File: src/hw/eip_defs.svh
// Timing and field constants for the event interrupt pulser.
// Assumes a 125 MHz system clock.
`ifndef EIP_DEFS_SVH
`define EIP_DEFS_SVH

`define EIP_CLK_MHZ 125
// Nominal pulse width and minimum gap, microseconds
`define EIP_PULSE_US 100
`define EIP_GAP_US 100
// Pending repeat period, milliseconds
`define EIP_REPEAT_MS 5
// Development mode select filter, microseconds
`define EIP_DEVSEL_US 64
`define EIP_PULSE_CYC (`EIP_PULSE_US * `EIP_CLK_MHZ)
`define EIP_GAP_CYC (`EIP_GAP_US * `EIP_CLK_MHZ)
`define EIP_REPEAT_CYC (`EIP_REPEAT_MS * 1000 * `EIP_CLK_MHZ)
`define EIP_DEVSEL_CYC (`EIP_DEVSEL_US * `EIP_CLK_MHZ)
`define EIP_CNT_W 24

// Group mask bit positions
`define EIP_GRP_SUPPLY 0
`define EIP_GRP_THERMAL 1
`define EIP_GRP_BUS 2
`define EIP_GRP_HIGHSIDE 3
`define EIP_GRP_BRIDGE 4
`define EIP_GRP_SERIAL 5
`define EIP_GRP_W 6
`define EIP_WAKE_W 8
`define EIP_STAT_W 8

`endif

File: src/hw/eip_pkg.sv
// Types for the event interrupt pulser.
// Used with eip_defs.svh for numeric constants.
package eip_pkg;
  typedef enum logic [2:0] {
    EIP_MODE_INIT,
    EIP_MODE_NORMAL,
    EIP_MODE_STOP,
    EIP_MODE_SLEEP,
    EIP_MODE_RESTART,
    EIP_MODE_FAILSAFE
  } eip_mode_t;

  typedef enum logic [1:0] {
    EIP_ST_IDLE,
    EIP_ST_LOW,
    EIP_ST_GAP
  } eip_state_t;
endpackage : eip_pkg

File: src/hw/eip_sync_filter.sv
// Two-flop synchroniser followed by a stable-level filter.
// Assumes an asynchronous pin input and the system clock.
`timescale 1ns/1ns
`include "eip_defs.svh"

module eip_sync_filter #(
  parameter int FILT_CYC = 8
) (
  input wire logic clk_in,
  input wire logic reset_n_in,
  input wire logic pin_in,
  output logic level_out
);
  logic meta_reg;
  logic sync_reg;
  logic last_reg;
  logic level_reg;
  logic [`EIP_CNT_W-1:0] cnt_reg;
  logic [`EIP_CNT_W-1:0] cnt_next;
  logic changed;
  logic settled;

  assign changed = sync_reg != last_reg;
  assign settled = cnt_reg == `EIP_CNT_W'(FILT_CYC - 1);
  assign cnt_next = changed ? '0 : (settled ? cnt_reg : cnt_reg + `EIP_CNT_W'(1));
  assign level_out = level_reg;

  always_ff @(posedge clk_in or negedge reset_n_in) begin
    if (!reset_n_in) begin
      meta_reg <= 1'b1;
      sync_reg <= 1'b1;
      last_reg <= 1'b1;
      level_reg <= 1'b1;
      cnt_reg <= '0;
    end else begin
      meta_reg <= pin_in;
      sync_reg <= meta_reg;
      last_reg <= sync_reg;
      cnt_reg <= cnt_next;
      if (settled && !changed) begin
        level_reg <= last_reg;
      end
    end
  end
endmodule : eip_sync_filter

File: src/hw/eip_pulser.sv
// Interrupt pulse generator: group and wake events to an active-low pulse.
// Assumes status inputs are on clk_in; the interrupt pin readback is async.
// Operation
// Pulse low for nominal width in Normal/Stop
// Hold high for minimum gap between pulses
// Interrupt never changes the operating mode
// Group mask enables each status group
// Group flag is OR of its bits
// Wake bit interrupts only if source enabled; Stop entry pulses on any set wake_status_in bit, enabled or not
// Wake sources include brake when feature enabled
// Group and wake interrupts both active
// Rail, shutdown and power-on flags never interrupt
// No pulses in Restart, Fail-Safe, Sleep
// Stop entry pulses on uncleared wake/brake bits
// Status snapshot updates at pulse falling edge
// Events stay latched until software clears
// Host may re-read status after clearing
// Pending events repeat at the repeat period
// Only serial error flags cause repeats
// Repeat enable bit disables periodic pulses
// Events during low pulse merge into one
// Init samples filtered pin for dev mode
// Counters time width, gap and period
`timescale 1ns/1ns
`include "eip_defs.svh"

module eip_pulser #(
  parameter int REPEAT_CYC = `EIP_REPEAT_CYC
) (
  input wire logic clk_in,
  input wire logic reset_n_in,
  input wire eip_pkg::eip_mode_t mode_in,
  input wire logic [`EIP_GRP_W-1:0] group_mask_in,
  input wire logic repeat_pulse_enable_in,
  input wire logic [`EIP_STAT_W-1:0] supply_status_in,
  input wire logic main_rail_undervolt_in,
  input wire logic main_rail_short_in,
  input wire logic main_rail_overvolt_in,
  input wire logic power_on_flag_in,
  input wire logic [`EIP_STAT_W-1:0] thermal_status_in,
  input wire logic thermal_shutdown_level2_in,
  input wire logic [`EIP_STAT_W-1:0] bus_status_in,
  input wire logic [`EIP_STAT_W-1:0] highside_fault_status_in,
  input wire logic [`EIP_STAT_W-1:0] drain_source_overvolt_status_in,
  input wire logic serial_frame_error_in,
  input wire logic checksum_error_in,
  input wire logic [`EIP_WAKE_W-1:0] wake_status_in,
  input wire logic [`EIP_WAKE_W-1:0] wake_source_enable_in,
  input wire logic [`EIP_WAKE_W-1:0] lowside_brake_flag_in,
  input wire logic brake_feature_enable_in,
  input wire logic int_pin_level_in,
  output logic int_n_out,
  output logic int_n_oe_out,
  output logic status_update_out,
  output logic [`EIP_GRP_W-1:0] group_snapshot_out,
  output logic [`EIP_WAKE_W-1:0] wake_snapshot_out,
  output logic software_dev_mode_out
);
  localparam int PULSE_CYC = `EIP_PULSE_CYC;
  localparam int GAP_CYC = `EIP_GAP_CYC;

  eip_pkg::eip_state_t state_reg;
  eip_pkg::eip_state_t state_next;
  logic [`EIP_CNT_W-1:0] cnt_reg;
  logic [`EIP_CNT_W-1:0] cnt_next;
  logic [`EIP_CNT_W-1:0] rep_cnt_reg;
  logic [`EIP_GRP_W-1:0] grp_prev_reg;
  logic [`EIP_WAKE_W-1:0] wake_prev_reg;
  logic pend_reg;
  logic stop_prev_reg;
  logic [`EIP_GRP_W-1:0] grp_snap_reg;
  logic [`EIP_WAKE_W-1:0] wake_snap_reg;
  logic update_reg;
  logic devmode_reg;
  logic init_prev_reg;
  logic pin_filt;

  logic [`EIP_GRP_W-1:0] grp_flags;
  logic [`EIP_GRP_W-1:0] grp_active;
  logic [`EIP_WAKE_W-1:0] wake_active;
  logic [`EIP_WAKE_W-1:0] brake_active;
  logic new_event;
  logic stop_entry;
  logic serial_pending;
  logic repeat_due;
  logic pulse_allowed;
  logic trigger;
  logic cnt_done;
  logic fall;

  // Group flags as OR of members
  assign grp_flags[`EIP_GRP_SUPPLY] = |supply_status_in;
  assign grp_flags[`EIP_GRP_THERMAL] = |thermal_status_in;
  assign grp_flags[`EIP_GRP_BUS] = |bus_status_in;
  assign grp_flags[`EIP_GRP_HIGHSIDE] = |highside_fault_status_in;
  assign grp_flags[`EIP_GRP_BRIDGE] = |drain_source_overvolt_status_in;
  assign grp_flags[`EIP_GRP_SERIAL] = serial_frame_error_in | checksum_error_in;
  // Rail, shutdown and power-on flags arrive on their own ports and are not ORed
  // Group mask gating
  assign grp_active = grp_flags & group_mask_in;
  // Wake bits gated by source enable
  assign wake_active = wake_status_in & wake_source_enable_in;
  // Brake events count when a brake feature is on
  assign brake_active = brake_feature_enable_in ? lowside_brake_flag_in : '0;

  // Either kind raises a new event on a rising flag
  assign new_event = |(grp_active & ~grp_prev_reg) | |((wake_active | brake_active) & ~wake_prev_reg);
  // Stop entry with uncleared wake or brake bits
  assign stop_entry = (mode_in == eip_pkg::EIP_MODE_STOP) && !stop_prev_reg
    && (|wake_status_in || |lowside_brake_flag_in);
  // Only serial error flags keep repeating
  assign serial_pending = serial_frame_error_in | checksum_error_in;
  // Repeat after the period if enabled
  assign repeat_due = repeat_pulse_enable_in && pend_reg && serial_pending
    && rep_cnt_reg == `EIP_CNT_W'(REPEAT_CYC - 1);
  // Only Normal and Stop may pulse; the mode is an input only
  assign pulse_allowed = mode_in == eip_pkg::EIP_MODE_NORMAL || mode_in == eip_pkg::EIP_MODE_STOP;
  assign trigger = pulse_allowed && (new_event || stop_entry || repeat_due);
  assign fall = state_reg == eip_pkg::EIP_ST_IDLE && trigger;

  always_comb begin
    state_next = state_reg;
    cnt_next = cnt_reg + `EIP_CNT_W'(1);
    cnt_done = 1'b0;
    case (state_reg)
      eip_pkg::EIP_ST_IDLE: begin
        cnt_next = '0;
        if (trigger) begin
          state_next = eip_pkg::EIP_ST_LOW;
        end
      end
      eip_pkg::EIP_ST_LOW: begin
        // Pulse width count
        cnt_done = cnt_reg == `EIP_CNT_W'(PULSE_CYC - 1);
        if (cnt_done) begin
          state_next = eip_pkg::EIP_ST_GAP;
          cnt_next = '0;
        end
      end
      eip_pkg::EIP_ST_GAP: begin
        // Minimum gap count
        cnt_done = cnt_reg == `EIP_CNT_W'(GAP_CYC - 1);
        if (cnt_done) begin
          state_next = eip_pkg::EIP_ST_IDLE;
          cnt_next = '0;
        end
      end
      default: begin
        state_next = eip_pkg::EIP_ST_IDLE;
        cnt_next = '0;
      end
    endcase
  end

  always_ff @(posedge clk_in or negedge reset_n_in) begin
    if (!reset_n_in) begin
      state_reg <= eip_pkg::EIP_ST_IDLE;
      cnt_reg <= '0;
    end else begin
      state_reg <= state_next;
      cnt_reg <= cnt_next;
    end
  end

  // Edge memory: events that rise during a pulse or gap are held pending
  always_ff @(posedge clk_in or negedge reset_n_in) begin
    if (!reset_n_in) begin
      grp_prev_reg <= '0;
      wake_prev_reg <= '0;
      stop_prev_reg <= 1'b0;
    end else begin
      stop_prev_reg <= mode_in == eip_pkg::EIP_MODE_STOP;
      // Flags latch as seen when a pulse starts or pulsing is not allowed, so bursts merge
      if (fall || !pulse_allowed) begin
        grp_prev_reg <= grp_active;
        wake_prev_reg <= wake_active | brake_active;
      end else begin
        grp_prev_reg <= grp_prev_reg & grp_active;
        wake_prev_reg <= wake_prev_reg & (wake_active | brake_active);
      end
    end
  end

  // Repeat period counter, restarted by each pulse
  always_ff @(posedge clk_in or negedge reset_n_in) begin
    if (!reset_n_in) begin
      rep_cnt_reg <= '0;
      pend_reg <= 1'b0;
    end else begin
      if (fall) begin
        rep_cnt_reg <= '0;
        pend_reg <= 1'b1;
      end else if (!serial_pending || !repeat_pulse_enable_in) begin
        rep_cnt_reg <= '0;
        pend_reg <= 1'b0;
      end else if (rep_cnt_reg != `EIP_CNT_W'(REPEAT_CYC - 1)) begin
        rep_cnt_reg <= rep_cnt_reg + `EIP_CNT_W'(1);
      end
    end
  end

  // Snapshot latched flags at each falling edge
  always_ff @(posedge clk_in or negedge reset_n_in) begin
    if (!reset_n_in) begin
      grp_snap_reg <= '0;
      wake_snap_reg <= '0;
      update_reg <= 1'b0;
    end else begin
      update_reg <= fall;
      if (fall) begin
        grp_snap_reg <= grp_flags;
        wake_snap_reg <= wake_status_in | lowside_brake_flag_in;
      end
    end
  end

  // Filtered pin level for development mode select
  eip_sync_filter #(
    .FILT_CYC(`EIP_DEVSEL_CYC)
  ) u_devsel_filter (
    .clk_in(clk_in),
    .reset_n_in(reset_n_in),
    .pin_in(int_pin_level_in),
    .level_out(pin_filt)
  );

  // Decision follows the filtered pin on every cycle of Init mode, then holds
  always_ff @(posedge clk_in or negedge reset_n_in) begin
    if (!reset_n_in) begin
      devmode_reg <= 1'b0;
      init_prev_reg <= 1'b0;
    end else begin
      init_prev_reg <= mode_in == eip_pkg::EIP_MODE_INIT;
      if (mode_in == eip_pkg::EIP_MODE_INIT) begin
        devmode_reg <= !pin_filt;
      end
    end
  end

  // Drive low only during the pulse; pin left released in Init for sampling
  assign int_n_out = state_reg != eip_pkg::EIP_ST_LOW;
  assign int_n_oe_out = mode_in != eip_pkg::EIP_MODE_INIT;
  assign status_update_out = update_reg;
  assign group_snapshot_out = grp_snap_reg;
  assign wake_snapshot_out = wake_snap_reg;
  assign software_dev_mode_out = devmode_reg;
endmodule : eip_pulser

File: config.mk
export PLATFORM = sky130hd
export DESIGN_NAME = eip_pulser
export DESIGN_NICKNAME = d
export VERILOG_FILES = /design/src/hw/eip_pkg.sv /design/src/hw/eip_sync_filter.sv /design/src/hw/eip_pulser.sv
export VERILOG_INCLUDE_DIRS = /design/src /design/src/hw
export SDC_FILE = /design/constraint.sdc
export NUM_CORES = 1
export LEC_CHECK = 0
export ABC_AREA = 0
export BUFFER_PORTS_ARGS = -buffer_cell sky130_fd_sc_hd__clkbuf_2
export CORE_ASPECT_RATIO = 2
export CORE_MARGIN = 4
export CORE_UTILIZATION = 55
export CTS_CLUSTER_SIZE = 20
export DETAILED_ROUTE_END_ITERATION = 8
export HOLD_SLACK_MARGIN = 0.06
export PLACE_DENSITY = 0.79
export SYNTH_ARGS = -nofsm -noshare
export SYNTH_HDL_FRONTEND = slang
export SYNTH_SLANG_ARGS = --single-unit
export TNS_END_PERCENT = 30
File: constraint.sdc
create_clock -name clk_in -period 2.9 [get_ports clk_in]
set_input_delay 0.29 -clock clk_in [delete_from_list [all_inputs] [get_ports clk_in]]
set_output_delay 0.29 -clock clk_in [all_outputs]
set_load 0.01 [all_outputs]
==> flow_summary.json <==
{
  "maxCapViolCount": 0,
  "clk_pin_slew_ps": 70,
  "tns_ps": 0,
  "crit_arrival_ps": 2970,
  "ys_warn_count": 0,
  "switching_share": 0.291,
  "cts_tree": "built",
  "drc": 0,
  "yosysMostFrequentCell": "dfrtp_1",
  "cts_setup_buffers": 0,
  "status": "finished, final reports clean",
  "place_inst": 779,
  "comb_power_share": 0.180,
  "ir_worst_vdd_mv": 0.348,
  "hold_ws_ps": 135,
  "worstHoldStart": "mode_in[2]",
  "ant_nets": 0,
  "syn-instance-count": 561,
  "dp_hpwl_um": 8960,
  "core-area_um2": 9450,
  "synth.largest_area_cell": "dfrtp_1",
  "antenna_cells": 0,
  "worst_setup_path_end_kind": "register",
  "pre_cts_ws_ps": 136,
  "nets": 753,
  "pin_count": 103,
  "max_freq_mhz": 370,
  "netlist-cell-type-count": 42,
  "htreeDepth": 3,
  "initial_core_util": 0.567,
  "startpoint_type": "register",
  "slew_violations": 0,
  "tightest_slew_ps": 648,
  "synth_nets": 652,
  "rr_startpoint": "rep_cnt_reg[0]",
  "gr-total-overflow": 0,
  "grt_pass1_vias": 4606,
  "clock-skew-final_ps": 7.60,
  "yosys.area.top_type_share": 0.495,
  "routed_wl_um": 12100,
  "period_needed_ps": 2700,
  "fin_area_um2": 6300,
  "rsz0062_at_grt": "no",
  "ys_top_cells_by_area": "dfrtp_1 50%, nor2_1 7.4%, xor2_1 6.7%",
  "power.share.clock": 0.334,
  "track_usage": 0.223,
  "worst-setup-path-type": "register to register",
  "drt_first_pass_iters": 4,
  "post-route-util": 0.667,
  "startpoint": "rep_cnt_reg[0]",
  "finalHoldViolations": 0,
  "cts_made_buffers": 9,
  "grt_max_degree": 65,
  "ys_seq_area_frac": 0.515,
  "grt_pass1_wl_um": 20700,
  "hp-class": "input port to register",
  "fin_crit_sh": 0.931,
  "root_buffer": "clkbuf_16",
  "die_w_um": 77.8,
  "power_frac_seq": 0.486,
  "synth_ff_type": "dfrtp_1",
  "worstPathRequired_ps": 3170,
  "power_switching_mw": 1.04,
  "antenna_found_initial": 0,
  "power_mw": 3.59,
  "drive_above_1_share": 0.201,
  "first_iter_violations": 220,
  "synth_common_cells": "106 x dfrtp_1, 105 x nor2_1, 41 x nand2_1, 41 x xor2_1, 34 x nand3_1",
  "p_int_mw": 2.55,
  "via_per_inst": 5.59,
  "post_drt_wl_per_cell_um": 15.2,
  "cts_sinks": 110,
  "synthArstFlopShare": 1.00,
  "placed_cell_area_um2": 5990,
  "vias": 4455,
  "portBuffers": 97,
  "clk_path_buf_depth": 2,
  "synth_edf_count": 0,
  "stdcell_count": 797,
  "setup_ws_ps": 200,
  "finalSetupViolCount": 0,
  "die_h_um": 148,
  "p_leak_nw": 2.91,
  "globalplace.congestion": 0.900,
  "slew-limit-headroom": 0.565,
  "pwr_density_cell_nw_per_um2": 570,
  "syn_area_um2": 5350,
  "area_growth_pct": 17.7,
  "cp_max_fo": 19,
  "dieArea_um2": 11500,
  "syn_area_per_cell_um2": 9.54,
  "core.rowCount": 50,
  "ys_ff_latch": 110,
  "clock_latency_ps": 350
}
-- cell families after synthesis --
kind of cell	Yosys count	synth area share
muxes	8	0.0182
AOI/OAI and AO/OA	70	0.0783
xor gates and xnor gates	63	0.103
DFF	110	0.515
adders and majority gates	6	0.0140
and+or+nand+nor	270	0.242
buffers and inverters	34	0.0294
-- what timing repair did --
item,CTS,global route
endpoints found under the setup margin,0,9
hold buffers,2,0
endpoints found under the hold margin,46,0
gates resized for setup,0,1
-- power groups by stage --
stage / registers [mW] / clock network [mW] / logic (mW)
detailed placement: 1.77 / 0 / 0.650
floorplan: 1.79 / 0 / 0.356
CTS: 1.75 / 1.23 / 0.657
global route: 1.76 / 1.27 / 0.734
finish: 1.75 / 1.20 / 0.647
global placement: 1.77 / 0 / 0.622
-- placed cells by master, fill, tap and decap left out, types with 4 or more instances in the layout --
cell / netlist / final
a21oi_1: 19 / 19
a22oi_1: 8 / 8
and3_1: 13 / 13
buf_4: 2 / 9
clkbuf_16: 0 / 9
clkbuf_2: 0 / 96
dfrtp_1: 106 / 106
dfstp_2: 4 / 4
ha_1: 6 / 6
inv_1: 16 / 16
nand2_1: 41 / 41
nand2b_1: 7 / 7
nand3_1: 34 / 34
nand4_1: 12 / 12
nor2_1: 105 / 105
nor3_1: 12 / 12
nor4_1: 21 / 21
nor4b_1: 5 / 5
o21ai_0: 28 / 28
o22ai_1: 4 / 4
or3_1: 4 / 4
or4_1: 5 / 5
xnor2_1: 22 / 22
xor2_1: 41 / 41
-- cell type report --
cell class / count / area (µm²)
clock buffers: 11 / 253
clock inverters: 5 / 41.3
fillers: 746 / 3150
inverters: 16 / 60.1
multi-input cells: 417 / 2440
flip-flops and latches: 110 / 2760
well taps: 130 / 163
repair buffers: 108 / 588
-- worst max-delay path, stage by stage, from the launching register on --
cell	delay (ps)
dfrtp_1	390
ha_1	250
nand4_1	120
or4_1	530
o211a_1	240
and4_1	210
or2_2	480
buf_4	240
o21ai_0	150
-- worst paths after layout --
path	cells past startpoint	slack, ps	to
max in group asynchronous	3	1670	u_devsel_filter.last_reg
worst max register to register	8	200	wake_snapshot_out[5]
worst max-delay path	8	200	wake_snapshot_out[5]
worst min-delay path	2	130	stop_prev_reg
worst min register to register	0	360	u_devsel_filter.sync_reg
min in group asynchronous	2	490	u_devsel_filter.cnt_reg[2]
-- per-layer routing --
| layer | up-vias | wire length (µm) | GRT usage |
|---|---|---|---|
| met3 | 35 | 493 | 0.0323 |
| li1 | 2134 | - | - |
| met4 | 0 | 420 | 0.103 |
| met5 | - | 0 | 0 |
| met2 | 126 | 6670 | 0.399 |
| met1 | 2160 | 4500 | 0.257 |
Note: power is estimated with default switching activity, not from simulation.
